### src/rtl/mce_defines.svh
`ifndef MCE_DEFINES_SVH
`define MCE_DEFINES_SVH

// ****************************************************************
// bank layout
// ****************************************************************
`define MCE_NUM_BANKS     4
`define MCE_BANK_IDX_W    2
`define MCE_BANK_PAGE     12'h040
`define MCE_OFS_STATUS    2'h0
`define MCE_OFS_LOC       2'h1
`define MCE_OFS_EXTRA     2'h2

// ****************************************************************
// global register addresses
// ****************************************************************
`define MCE_ADDR_LEG_LOC  16'h0000
`define MCE_ADDR_LEG_KIND 16'h0001
`define MCE_ADDR_CAP      16'h0010
`define MCE_ADDR_GSTAT    16'h0011
`define MCE_ADDR_CTRL     16'h0020
`define MCE_ADDR_INT_STAT 16'h0021
`define MCE_ADDR_INT_MASK 16'h0022

// ****************************************************************
// bank status fields
// ****************************************************************
`define MCE_ST_VALID      63
`define MCE_ST_LOST       62
`define MCE_ST_UNCORR     61
`define MCE_ST_EXTRA_V    59
`define MCE_ST_LOC_V      58
`define MCE_ST_CORRUPT    57
`define MCE_CODE_W        16
`define MCE_NO_ERROR_CODE 16'h0000

// ****************************************************************
// global status, control and interrupt fields
// ****************************************************************
`define MCE_G_RESTART     0
`define MCE_G_TIED        1
`define MCE_G_INPROG      2
`define MCE_CTRL_ENABLE   0
`define MCE_CTRL_LEGACY   1
`define MCE_INT_CORR      0
`define MCE_INT_UNCORR    1
`define MCE_INT_LOST      2
`define MCE_INT_SHUT      3
`define MCE_CAP_COUNT_W   8
`define MCE_TRAP_VECTOR   8'h12

`endif

### src/rtl/mce_pkg.sv
`include "mce_defines.svh"

package mce_pkg;

    // run state of the checking logic
    typedef enum logic {MCE_RUN, MCE_HALTED} mce_mode_t;

    // one error-reporting bank
    typedef struct packed
    {
        logic [63:0] status;
        logic [31:0] location;
        logic [31:0] extra;
    } mce_bank_state_t;

    // all state of the top module
    typedef struct packed
    {
        mce_mode_t   mode;
        logic [2:0]  gStatus;
        logic [1:0]  ctrl;
        logic [3:0]  intStatus;
        logic [3:0]  intMask;
        logic [15:0] legacyKind;
        logic [31:0] legacyLoc;
        logic [63:0] rdata;
        logic        trap;
        logic [7:0]  trapVector;
        logic        irq;
        logic        shutdown;
    } mce_state_t;

endpackage : mce_pkg

### src/rtl/mce_bank_if.sv
`timescale 1ns/100ps

interface mce_bank_if;
    logic                     logEn;
    mce_pkg::mce_bank_state_t newRec;
    logic                     wrStatus;
    logic                     wrLoc;
    logic                     wrExtra;
    logic [63:0]              wdata;
    mce_pkg::mce_bank_state_t state;

    modport bank (input logEn, newRec, wrStatus, wrLoc, wrExtra, wdata,
                  output state);
    modport ctrl (output logEn, newRec, wrStatus, wrLoc, wrExtra, wdata,
                  input state);
endinterface : mce_bank_if

### src/rtl/mce_bank.sv
`timescale 1ns/100ps
`include "mce_defines.svh"

module mce_bank
(
    // clock and reset
    input wire logic clock,
    input wire logic rstn,
    // control side
    mce_bank_if.bank bif
);

    mce_pkg::mce_bank_state_t r;
    mce_pkg::mce_bank_state_t next_r;

    // software writes first, so a log in the same cycle wins
    always_comb
    begin
        next_r = r;
        if (bif.wrStatus)
        begin
            next_r.status = bif.wdata;
        end
        if (bif.wrLoc)
        begin
            next_r.location = bif.wdata[31:0];
        end
        if (bif.wrExtra)
        begin
            next_r.extra = bif.wdata[31:0];
        end
        if (bif.logEn)
        begin
            if (next_r.status[`MCE_ST_VALID])
            begin
                next_r.status[`MCE_ST_LOST] = 1'b1;      // [RL5] [RL18]
            end
            else
            begin
                next_r = bif.newRec;                      // [RL13]
            end
        end
    end

    // state register; empty bank reads code zero
    always_ff @(posedge clock or negedge rstn)
    begin
        if (!rstn)
        begin
            r <= '0;                                      // [RL19]
        end
        else
        begin
            r <= next_r;
        end
    end

    assign bif.state = r;

endmodule : mce_bank

### src/rtl/mce_check_unit.sv
`timescale 1ns/100ps
`include "mce_defines.svh"

// Summary of operation
// RL1 - an uncorrected error raises the machine-check trap on vector 18
// RL2 - capability register reports how many banks exist
// RL3 - bank zero starts at register address 400H, others follow
// RL4 - status valid flag marks that the bank holds an error
// RL5 - second error before clearing sets the lost-error flag
// RL6 - context-corrupt flag marks state damage, not restartable
// RL7 - uncorrected flag tells hardware could not fix the error
// RL8 - restart-pointer flag set only when resuming is reliable
// RL9 - pointer-tied flag set when pushed address relates to error
// RL10 - raising the trap sets check-in-progress
// RL11 - a trap while check-in-progress is set enters shutdown
// RL12 - corrected errors are logged without any trap
// RL13 - a cleared bank takes the next error and becomes valid
// RL14 - software writes zeros to status then re-reads to confirm
// RL15 - location and extra flags tell which registers are meaningful
// RL16 - legacy mode with trap enabled keeps kind and location apart
// RL17 - handler clears check-in-progress before returning
// RL18 - a valid bank keeps its record and only sets lost-error
// RL19 - error code reads all zeros when no error was reported
module mce_check_unit
(
    // clock and reset
    input  wire logic        clock,
    input  wire logic        rstn,
    // register port
    input  wire logic [15:0] regAddr,
    input  wire logic [63:0] regWdata,
    input  wire logic        regWr,
    input  wire logic        regRd,
    output logic      [63:0] regRdata,
    // error report from the core
    input  wire logic        errValid,
    input  wire logic [1:0]  errBank,
    input  wire logic [15:0] errCode,
    input  wire logic        errUncorr,
    input  wire logic        errCorrupt,
    input  wire logic        errLocValid,
    input  wire logic [31:0] errLoc,
    input  wire logic        errExtraValid,
    input  wire logic [31:0] errExtra,
    input  wire logic        errRestartOk,
    input  wire logic        errPointerTied,
    // trap and status outputs
    output logic             trapReq,
    output logic      [7:0]  trapVector,
    output logic             shutdown,
    output logic             irq
);

    // ****************************************************************
    // decode helpers
    // ****************************************************************

    // true when the address hits a given offset of any bank
    function automatic logic isBankReg
    (
        input logic [15:0] addr,
        input logic [1:0]  ofs
    );
        isBankReg = (addr[15:4] == `MCE_BANK_PAGE) && (addr[1:0] == ofs);
    endfunction : isBankReg

    // bank index carried by a bank register address
    function automatic logic [`MCE_BANK_IDX_W-1:0] bankOf
    (
        input logic [15:0] addr
    );
        bankOf = addr[3:2];
    endfunction : bankOf

    // status writes keep only the defined fields, so reserved bits
    // read zero whatever software writes into them
    function automatic logic [63:0] statusFields
    (
        input logic [63:0] word
    );
        statusFields = '0;
        statusFields[`MCE_ST_VALID] = word[`MCE_ST_VALID];
        statusFields[`MCE_ST_LOST] = word[`MCE_ST_LOST];
        statusFields[`MCE_ST_UNCORR] = word[`MCE_ST_UNCORR];
        statusFields[`MCE_ST_EXTRA_V] = word[`MCE_ST_EXTRA_V];
        statusFields[`MCE_ST_LOC_V] = word[`MCE_ST_LOC_V];
        statusFields[`MCE_ST_CORRUPT] = word[`MCE_ST_CORRUPT];
        statusFields[`MCE_CODE_W-1:0] = word[`MCE_CODE_W-1:0];
    endfunction : statusFields

    // ****************************************************************
    // state
    // ****************************************************************
    mce_pkg::mce_state_t      r;
    mce_pkg::mce_state_t      next_r;
    mce_pkg::mce_bank_state_t bankState [`MCE_NUM_BANKS];
    mce_pkg::mce_bank_state_t newRec;
    logic                     bankValid;

    mce_bank_if bankIf [`MCE_NUM_BANKS] ();

    // ****************************************************************
    // banks
    // ****************************************************************

    // record formed from the incoming error
    always_comb
    begin
        newRec = '0;
        newRec.status[`MCE_ST_VALID] = 1'b1;                  // [RL4]
        newRec.status[`MCE_ST_UNCORR] = errUncorr;            // [RL7]
        newRec.status[`MCE_ST_CORRUPT] = errCorrupt;          // [RL6]
        newRec.status[`MCE_ST_LOC_V] = errLocValid;           // [RL15]
        newRec.status[`MCE_ST_EXTRA_V] = errExtraValid;       // [RL15]
        newRec.status[`MCE_CODE_W-1:0] = errCode;
        newRec.location = errLocValid ? errLoc : '0;
        newRec.extra = errExtraValid ? errExtra : '0;
    end

    // ****************************************************************
    // bank instances
    // ****************************************************************

    // one bank per index, writes decoded by address
    for (genvar g = 0; g < `MCE_NUM_BANKS; g++)
    begin : genBank
        logic bankSel;

        assign bankSel = regWr &&
            (bankOf(regAddr) == (`MCE_BANK_IDX_W)'(g));
        assign bankIf[g].logEn = errValid &&
            (errBank == (`MCE_BANK_IDX_W)'(g));
        assign bankIf[g].newRec = newRec;
        assign bankIf[g].wdata = isBankReg(regAddr, `MCE_OFS_STATUS) ?
            statusFields(regWdata) : regWdata;
        assign bankIf[g].wrStatus = bankSel &&
            isBankReg(regAddr, `MCE_OFS_STATUS);               // [RL3]
        assign bankIf[g].wrLoc = bankSel &&
            isBankReg(regAddr, `MCE_OFS_LOC);
        assign bankIf[g].wrExtra = bankSel &&
            isBankReg(regAddr, `MCE_OFS_EXTRA);
        assign bankState[g] = bankIf[g].state;

        mce_bank uBank
        (
            .clock (clock),
            .rstn  (rstn),
            .bif   (bankIf[g])
        );
    end

    // ****************************************************************
    // lost detection
    // ****************************************************************

    // a record held in the target bank, seen through a same-cycle
    // status write just as the bank itself sees it
    always_comb
    begin
        bankValid = bankState[errBank].status[`MCE_ST_VALID];
        // a software clear in this cycle frees the bank for the record
        if (regWr && isBankReg(regAddr, `MCE_OFS_STATUS) &&
            (bankOf(regAddr) == errBank))
        begin
            bankValid = regWdata[`MCE_ST_VALID];          // [RL18]
        end
    end

    // ****************************************************************
    // control logic
    // ****************************************************************

    // next state of the checking logic
    always_comb
    begin
        next_r = r;
        next_r.trap = 1'b0;
        next_r.rdata = '0;

        // software writes, done before hardware events so sets win
        if (regWr)
        begin
            case (regAddr)
                `MCE_ADDR_GSTAT:
                begin
                    next_r.gStatus = regWdata[2:0];           // [RL17]
                end
                `MCE_ADDR_CTRL:
                begin
                    next_r.ctrl = regWdata[1:0];
                end
                `MCE_ADDR_INT_STAT:
                begin
                    next_r.intStatus = r.intStatus & ~regWdata[3:0];
                end
                `MCE_ADDR_INT_MASK:
                begin
                    next_r.intMask = regWdata[3:0];
                end
                default:
                begin
                    next_r.ctrl = next_r.ctrl;
                end
            endcase
        end

        // hardware error events
        if (errValid)
        begin
            if (bankValid)
            begin
                next_r.intStatus[`MCE_INT_LOST] = 1'b1;       // [RL5]
            end
            if (!errUncorr)
            begin
                next_r.intStatus[`MCE_INT_CORR] = 1'b1;       // [RL12]
            end
            else
            begin
                next_r.intStatus[`MCE_INT_UNCORR] = 1'b1;
                if (r.ctrl[`MCE_CTRL_ENABLE] && r.mode == mce_pkg::MCE_RUN)
                begin
                    if (r.gStatus[`MCE_G_INPROG])
                    begin
                        next_r.mode = mce_pkg::MCE_HALTED;    // [RL11]
                        next_r.shutdown = 1'b1;               // [RL11]
                        next_r.intStatus[`MCE_INT_SHUT] = 1'b1;
                    end
                    else
                    begin
                        next_r.trap = 1'b1;                   // [RL1]
                        next_r.trapVector = `MCE_TRAP_VECTOR; // [RL1]
                        next_r.gStatus[`MCE_G_INPROG] = 1'b1; // [RL10]
                        next_r.gStatus[`MCE_G_RESTART] =
                            errRestartOk && !errCorrupt;      // [RL8]
                        next_r.gStatus[`MCE_G_TIED] =
                            errPointerTied;                   // [RL9]
                    end
                    if (r.ctrl[`MCE_CTRL_LEGACY])
                    begin
                        next_r.legacyKind = errCode;          // [RL16]
                        next_r.legacyLoc = errLoc;            // [RL16]
                    end
                end
            end
        end

        // register reads, answered in the following cycle
        if (regRd)
        begin
            if (regAddr[15:4] == `MCE_BANK_PAGE)
            begin
                case (regAddr[1:0])
                    `MCE_OFS_STATUS:
                    begin
                        next_r.rdata = bankState[bankOf(regAddr)].status;
                    end
                    `MCE_OFS_LOC:
                    begin
                        next_r.rdata[31:0] =
                            bankState[bankOf(regAddr)].location;
                    end
                    `MCE_OFS_EXTRA:
                    begin
                        next_r.rdata[31:0] =
                            bankState[bankOf(regAddr)].extra;
                    end
                    default:
                    begin
                        next_r.rdata = '0;
                    end
                endcase
            end
            else
            begin
                case (regAddr)
                    `MCE_ADDR_CAP:
                    begin
                        next_r.rdata[`MCE_CAP_COUNT_W-1:0] =
                            (`MCE_CAP_COUNT_W)'(`MCE_NUM_BANKS); // [RL2]
                    end
                    `MCE_ADDR_GSTAT:
                    begin
                        next_r.rdata[2:0] = r.gStatus;
                    end
                    `MCE_ADDR_CTRL:
                    begin
                        next_r.rdata[1:0] = r.ctrl;
                    end
                    `MCE_ADDR_INT_STAT:
                    begin
                        next_r.rdata[3:0] = r.intStatus;
                    end
                    `MCE_ADDR_INT_MASK:
                    begin
                        next_r.rdata[3:0] = r.intMask;
                    end
                    `MCE_ADDR_LEG_KIND:
                    begin
                        next_r.rdata[15:0] = r.legacyKind;
                    end
                    `MCE_ADDR_LEG_LOC:
                    begin
                        next_r.rdata[31:0] = r.legacyLoc;
                    end
                    default:
                    begin
                        next_r.rdata = '0;
                    end
                endcase
            end
        end

        // level interrupt from unmasked sticky bits
        next_r.irq = |(next_r.intStatus & next_r.intMask);
    end

    // ****************************************************************
    // state register
    // ****************************************************************

    // all control state in one register
    always_ff @(posedge clock or negedge rstn)
    begin
        if (!rstn)
        begin
            r <= '0;
            r.mode <= mce_pkg::MCE_RUN;
            r.trapVector <= `MCE_TRAP_VECTOR;
        end
        else
        begin
            r <= next_r;
        end
    end

    // outputs straight from the register
    assign regRdata = r.rdata;
    assign trapReq = r.trap;
    assign trapVector = r.trapVector;
    assign shutdown = r.shutdown;
    assign irq = r.irq;

endmodule : mce_check_unit

### config.mk
export PLATFORM = sky130hd
export DESIGN_NAME = mce_check_unit
export DESIGN_NICKNAME = d
export VERILOG_FILES = /design/src/rtl/mce_pkg.sv /design/src/rtl/mce_bank_if.sv /design/src/rtl/mce_bank.sv /design/src/rtl/mce_check_unit.sv
export VERILOG_INCLUDE_DIRS = /design/src /design/src/rtl
export SDC_FILE = /design/constraint.sdc
export NUM_CORES = 1
export LEC_CHECK = 0
export ABC_AREA = 1
export BUFFER_PORTS_ARGS = -buffer_cell sky130_fd_sc_hd__buf_2
export CAP_MARGIN = 25
export CORE_ASPECT_RATIO = 0.5
export CORE_MARGIN = 2
export CORE_UTILIZATION = 45
export CTS_BUF_LIST = sky130_fd_sc_hd__clkbuf_8
export CTS_CLUSTER_DIAMETER = 150
export DETAILED_ROUTE_END_ITERATION = 16
export PLACE_DENSITY = 0.73
export SYNTH_ARGS = -nofsm -noshare
export SYNTH_HDL_FRONTEND = slang
export SYNTH_HIERARCHICAL = 1
export SYNTH_SLANG_ARGS = --single-unit
### constraint.sdc
create_clock -name clock -period 1.7 [get_ports clock]
set_clock_uncertainty 0.05 [all_clocks]
set_input_delay 0.34 -clock clock [delete_from_list [all_inputs] [get_ports clock]]
set_output_delay 0.34 -clock clock [all_outputs]
set_load 0.01 [all_outputs]
==> results.sh <==
export IMPL_drtIter0Drc=3460
export IMPL_start_kind="flop"
export IMPL_port_buffers=239
export IMPL_initial_core_util=0.452
export IMPL_routed_wl_mm=123
export IMPL_fp_coreArea_um2=83500
export IMPL_fmax_mhz=595
export IMPL_status="complete, no violations"
export IMPL_final_antenna_net_count=0
export IMPL_wl_per_cell_um=17.2
export IMPL_critical_path_required_ps=1310
export IMPL_drc=0
export IMPL_p_leak_nw=23.6
export IMPL_cts_tree="done"
export IMPL_cts_buffers=100
export IMPL_vdd_drop_max_uv=544
export IMPL_synthCells=5369
export IMPL_layout_nets=6095
export IMPL_hpwl_mm=79.8
export IMPL_clk_path_buf_depth=3
export IMPL_slew_headroom=0.529
export IMPL_cts_sinks=640
export IMPL_whs_ps=41.9
export IMPL_vias=36000
export IMPL_clkTransAtPathRegs_ps=60
export IMPL_antenna_found_initial=2
export IMPL_min_period_ps=1680
export IMPL_die_y_um=209
export IMPL_place_gp_congestion=0.907
export IMPL_grt_pass1_vias=34900
export IMPL_yosysUniqueCellTypes=35
export IMPL_die_w_um=414
export IMPL_path_max_fanout=1
export IMPL_ys_warn_count=6
export IMPL_finalHoldViolCount=0
export IMPL_grt_max_degree=79
export IMPL_powerDensity_nw_per_um2=1020
export IMPL_cp_end_kind="output pin"
export IMPL_drive_gt1_frac=0.167
export IMPL_clockRootBuffer="clkbuf_8"
export IMPL_dieArea_um2=86400
export IMPL_rsz0062_at_grt="true"
export IMPL_min_period_over_period=0.989
export IMPL_ctsHtreeMaxLevel=3
export IMPL_ys_seq_area_frac=0.424
export IMPL_setup_viol=0
export IMPL_ioPinCount=248
export IMPL_critPathBufInv=1
export IMPL_grt_pass1_wl_mm=193
export IMPL_post_route_util=0.546
export IMPL_worst_pin_slew_ps=703
export IMPL_cp_arrival_ps=1290
export IMPL_critical_path_class="flop to output pin"
export IMPL_grt_ovfl_total=0
export IMPL_crit_path_max_incr_delay_ps=400
export IMPL_row_count=75
export IMPL_instances_no_fill=7110
export IMPL_syn_to_final_growth_pct=20.8
export IMPL_min_delay_path_class="input port to flop"
export IMPL_grt_usage=0.282
export IMPL_cp_top_family="flip-flops"
export IMPL_maxCapViolCount=0
export IMPL_synth_area_um2=37800
export IMPL_dr_pass1_iters=6
export IMPL_crit_chain="buf_2"
export IMPL_nFillCells=7709
export IMPL_dp_cells=6827
export IMPL_clock_latency_ps=740
export IMPL_ys_seq_elements=640
export IMPL_via_per_inst=5.06
export IMPL_crit_slowest_cell="dfrtp_1"
export IMPL_slew_violations=0
export IMPL_syn_area_per_cell_um2=7.04
==> path summary, 6_finish.rpt <==
| check | start | cells after the start | slack, ps | end |
|---|---|---|---|---|
| worst max-delay path | regRdata[15] | 1 | 20 | regRdata[15] |
| worst min-delay path | regWdata[34] | 7 | 40 | genBank[0].uBank/bif.state[98] |
| worst max register to register | r[131] | 5 | 130 | r[92] |
| worst min register to register | shutdown | 2 | 440 | shutdown |
| max in group asynchronous | rstn | 3 | 260 | genBank[0].uBank/bif.state[35] |
| min in group asynchronous | rstn | 3 | 230 | genBank[1].uBank/bif.state[63] |
==> layout by cell type, fill, tap and decap left out, types with 107 or more instances in the layout <==
cell / instances
buf_12: 107
nand2_1: 2164
dfrtp_1: 640
clkbuf_8: 122
inv_1: 939
o21ai_2: 201
conb_1: 184
buf_2: 238
o21ai_0: 560
buf_4: 199
==> synthesized netlist by cell type <==
cell,number,area (µm²)
a21oi_1,45,225
a22o_1,15,131
a22oi_1,88,661
a41oi_1,14,123
and2_1,11,68.8
and3_1,4,25.0
buf_1,15,56.3
buf_2,80,400
buf_4,94,706
buf_6,64,721
clkbuf_1,133,499
clkinv_1,1,3.75
conb_1,2,7.51
dfrtp_1,640,16000
inv_1,910,3420
inv_2,9,33.8
mux2_2,46,518
nand2_1,2177,8170
nand2_2,1,6.26
nand2_4,4,45.0
nand3_1,70,350
nand3_2,1,10.0
nand3_4,4,70.1
nand3b_1,2,15.0
nand4_1,72,450
nor2_1,61,229
nor2_2,6,37.5
nor2_4,3,33.8
nor3_1,4,20.0
o211ai_1,1,7.51
o21a_1,2,15.0
o21ai_0,562,2810
o21ai_1,26,130
o21ai_2,201,1760
or2_2,1,6.26
==> kinds of logic after synthesis <==
group           Yosys count  synth area share
other cells               2          0.000199
simple gates           2421             0.252
compound gates          954             0.155
flops                   640             0.424
buf+inv                1306             0.154
mux                      46            0.0137
==> flip-flops by register name (all words and copies together) (netlist names) <==
register,count
trapReq,1
irq,1
genBank.uBank/bif.state,512
regRdata,64
r,61
shutdown,1
==> stage by stage <==
stage                     setup slack, ps  TNS, ps  area [µm²]  total power (W)
after floorplan                      -410  -199010       38600           0.0296
after global placement               -674  -332300       42500           0.0322
after detailed placement             -703  -341920       42500           0.0330
after CTS                           -24.9    -24.9       45500           0.0464
after global routing                -24.1    -87.8       45600           0.0496
final                                18.2        0       45600           0.0464
==> power breakdown <==
part | total, W | switching (W) | internal, W
logic | 0.0116 | 0.00656 | 0.00507
registers | 0.0215 | 0.00220 | 0.0193
clock network | 0.0133 | 0.00653 | 0.00674
total | 0.0464 | 0.0153 | 0.0311
==> layout make-up <==
type | count | area [µm²] | share of cell area
well taps | 1116 | 1400 | 0.0306
flip-flops and latches | 640 | 16000 | 0.351
multi-input cells | 3605 | 16800 | 0.368
clock inverters | 50 | 272 | 0.00595
repair buffers | 655 | 6010 | 0.132
clock buffers | 122 | 1680 | 0.0368
inverters | 920 | 3470 | 0.0761
diodes | 2 | 5.00 | 0.000110
==> what timing repair did <==
item,4_1_cts,5_1_grt
cloned,0,2
setup buffers,0,3
pin swaps,0,3
hold buffers,104,0
endpoints found under the hold margin,1021,0
endpoints found under the setup margin,1,370
gates resized for setup,0,6
==> per-layer routing <==
metal  GRT usage  wire length (µm)  vias up
li1            -                 -    17200
met1       0.379             50700    16700
met2       0.449             55800     1627
met3      0.0457             10400      360
met4       0.126              5660        0
met5           0                 0        -
Note: power is estimated with default switching activity, not from simulation.
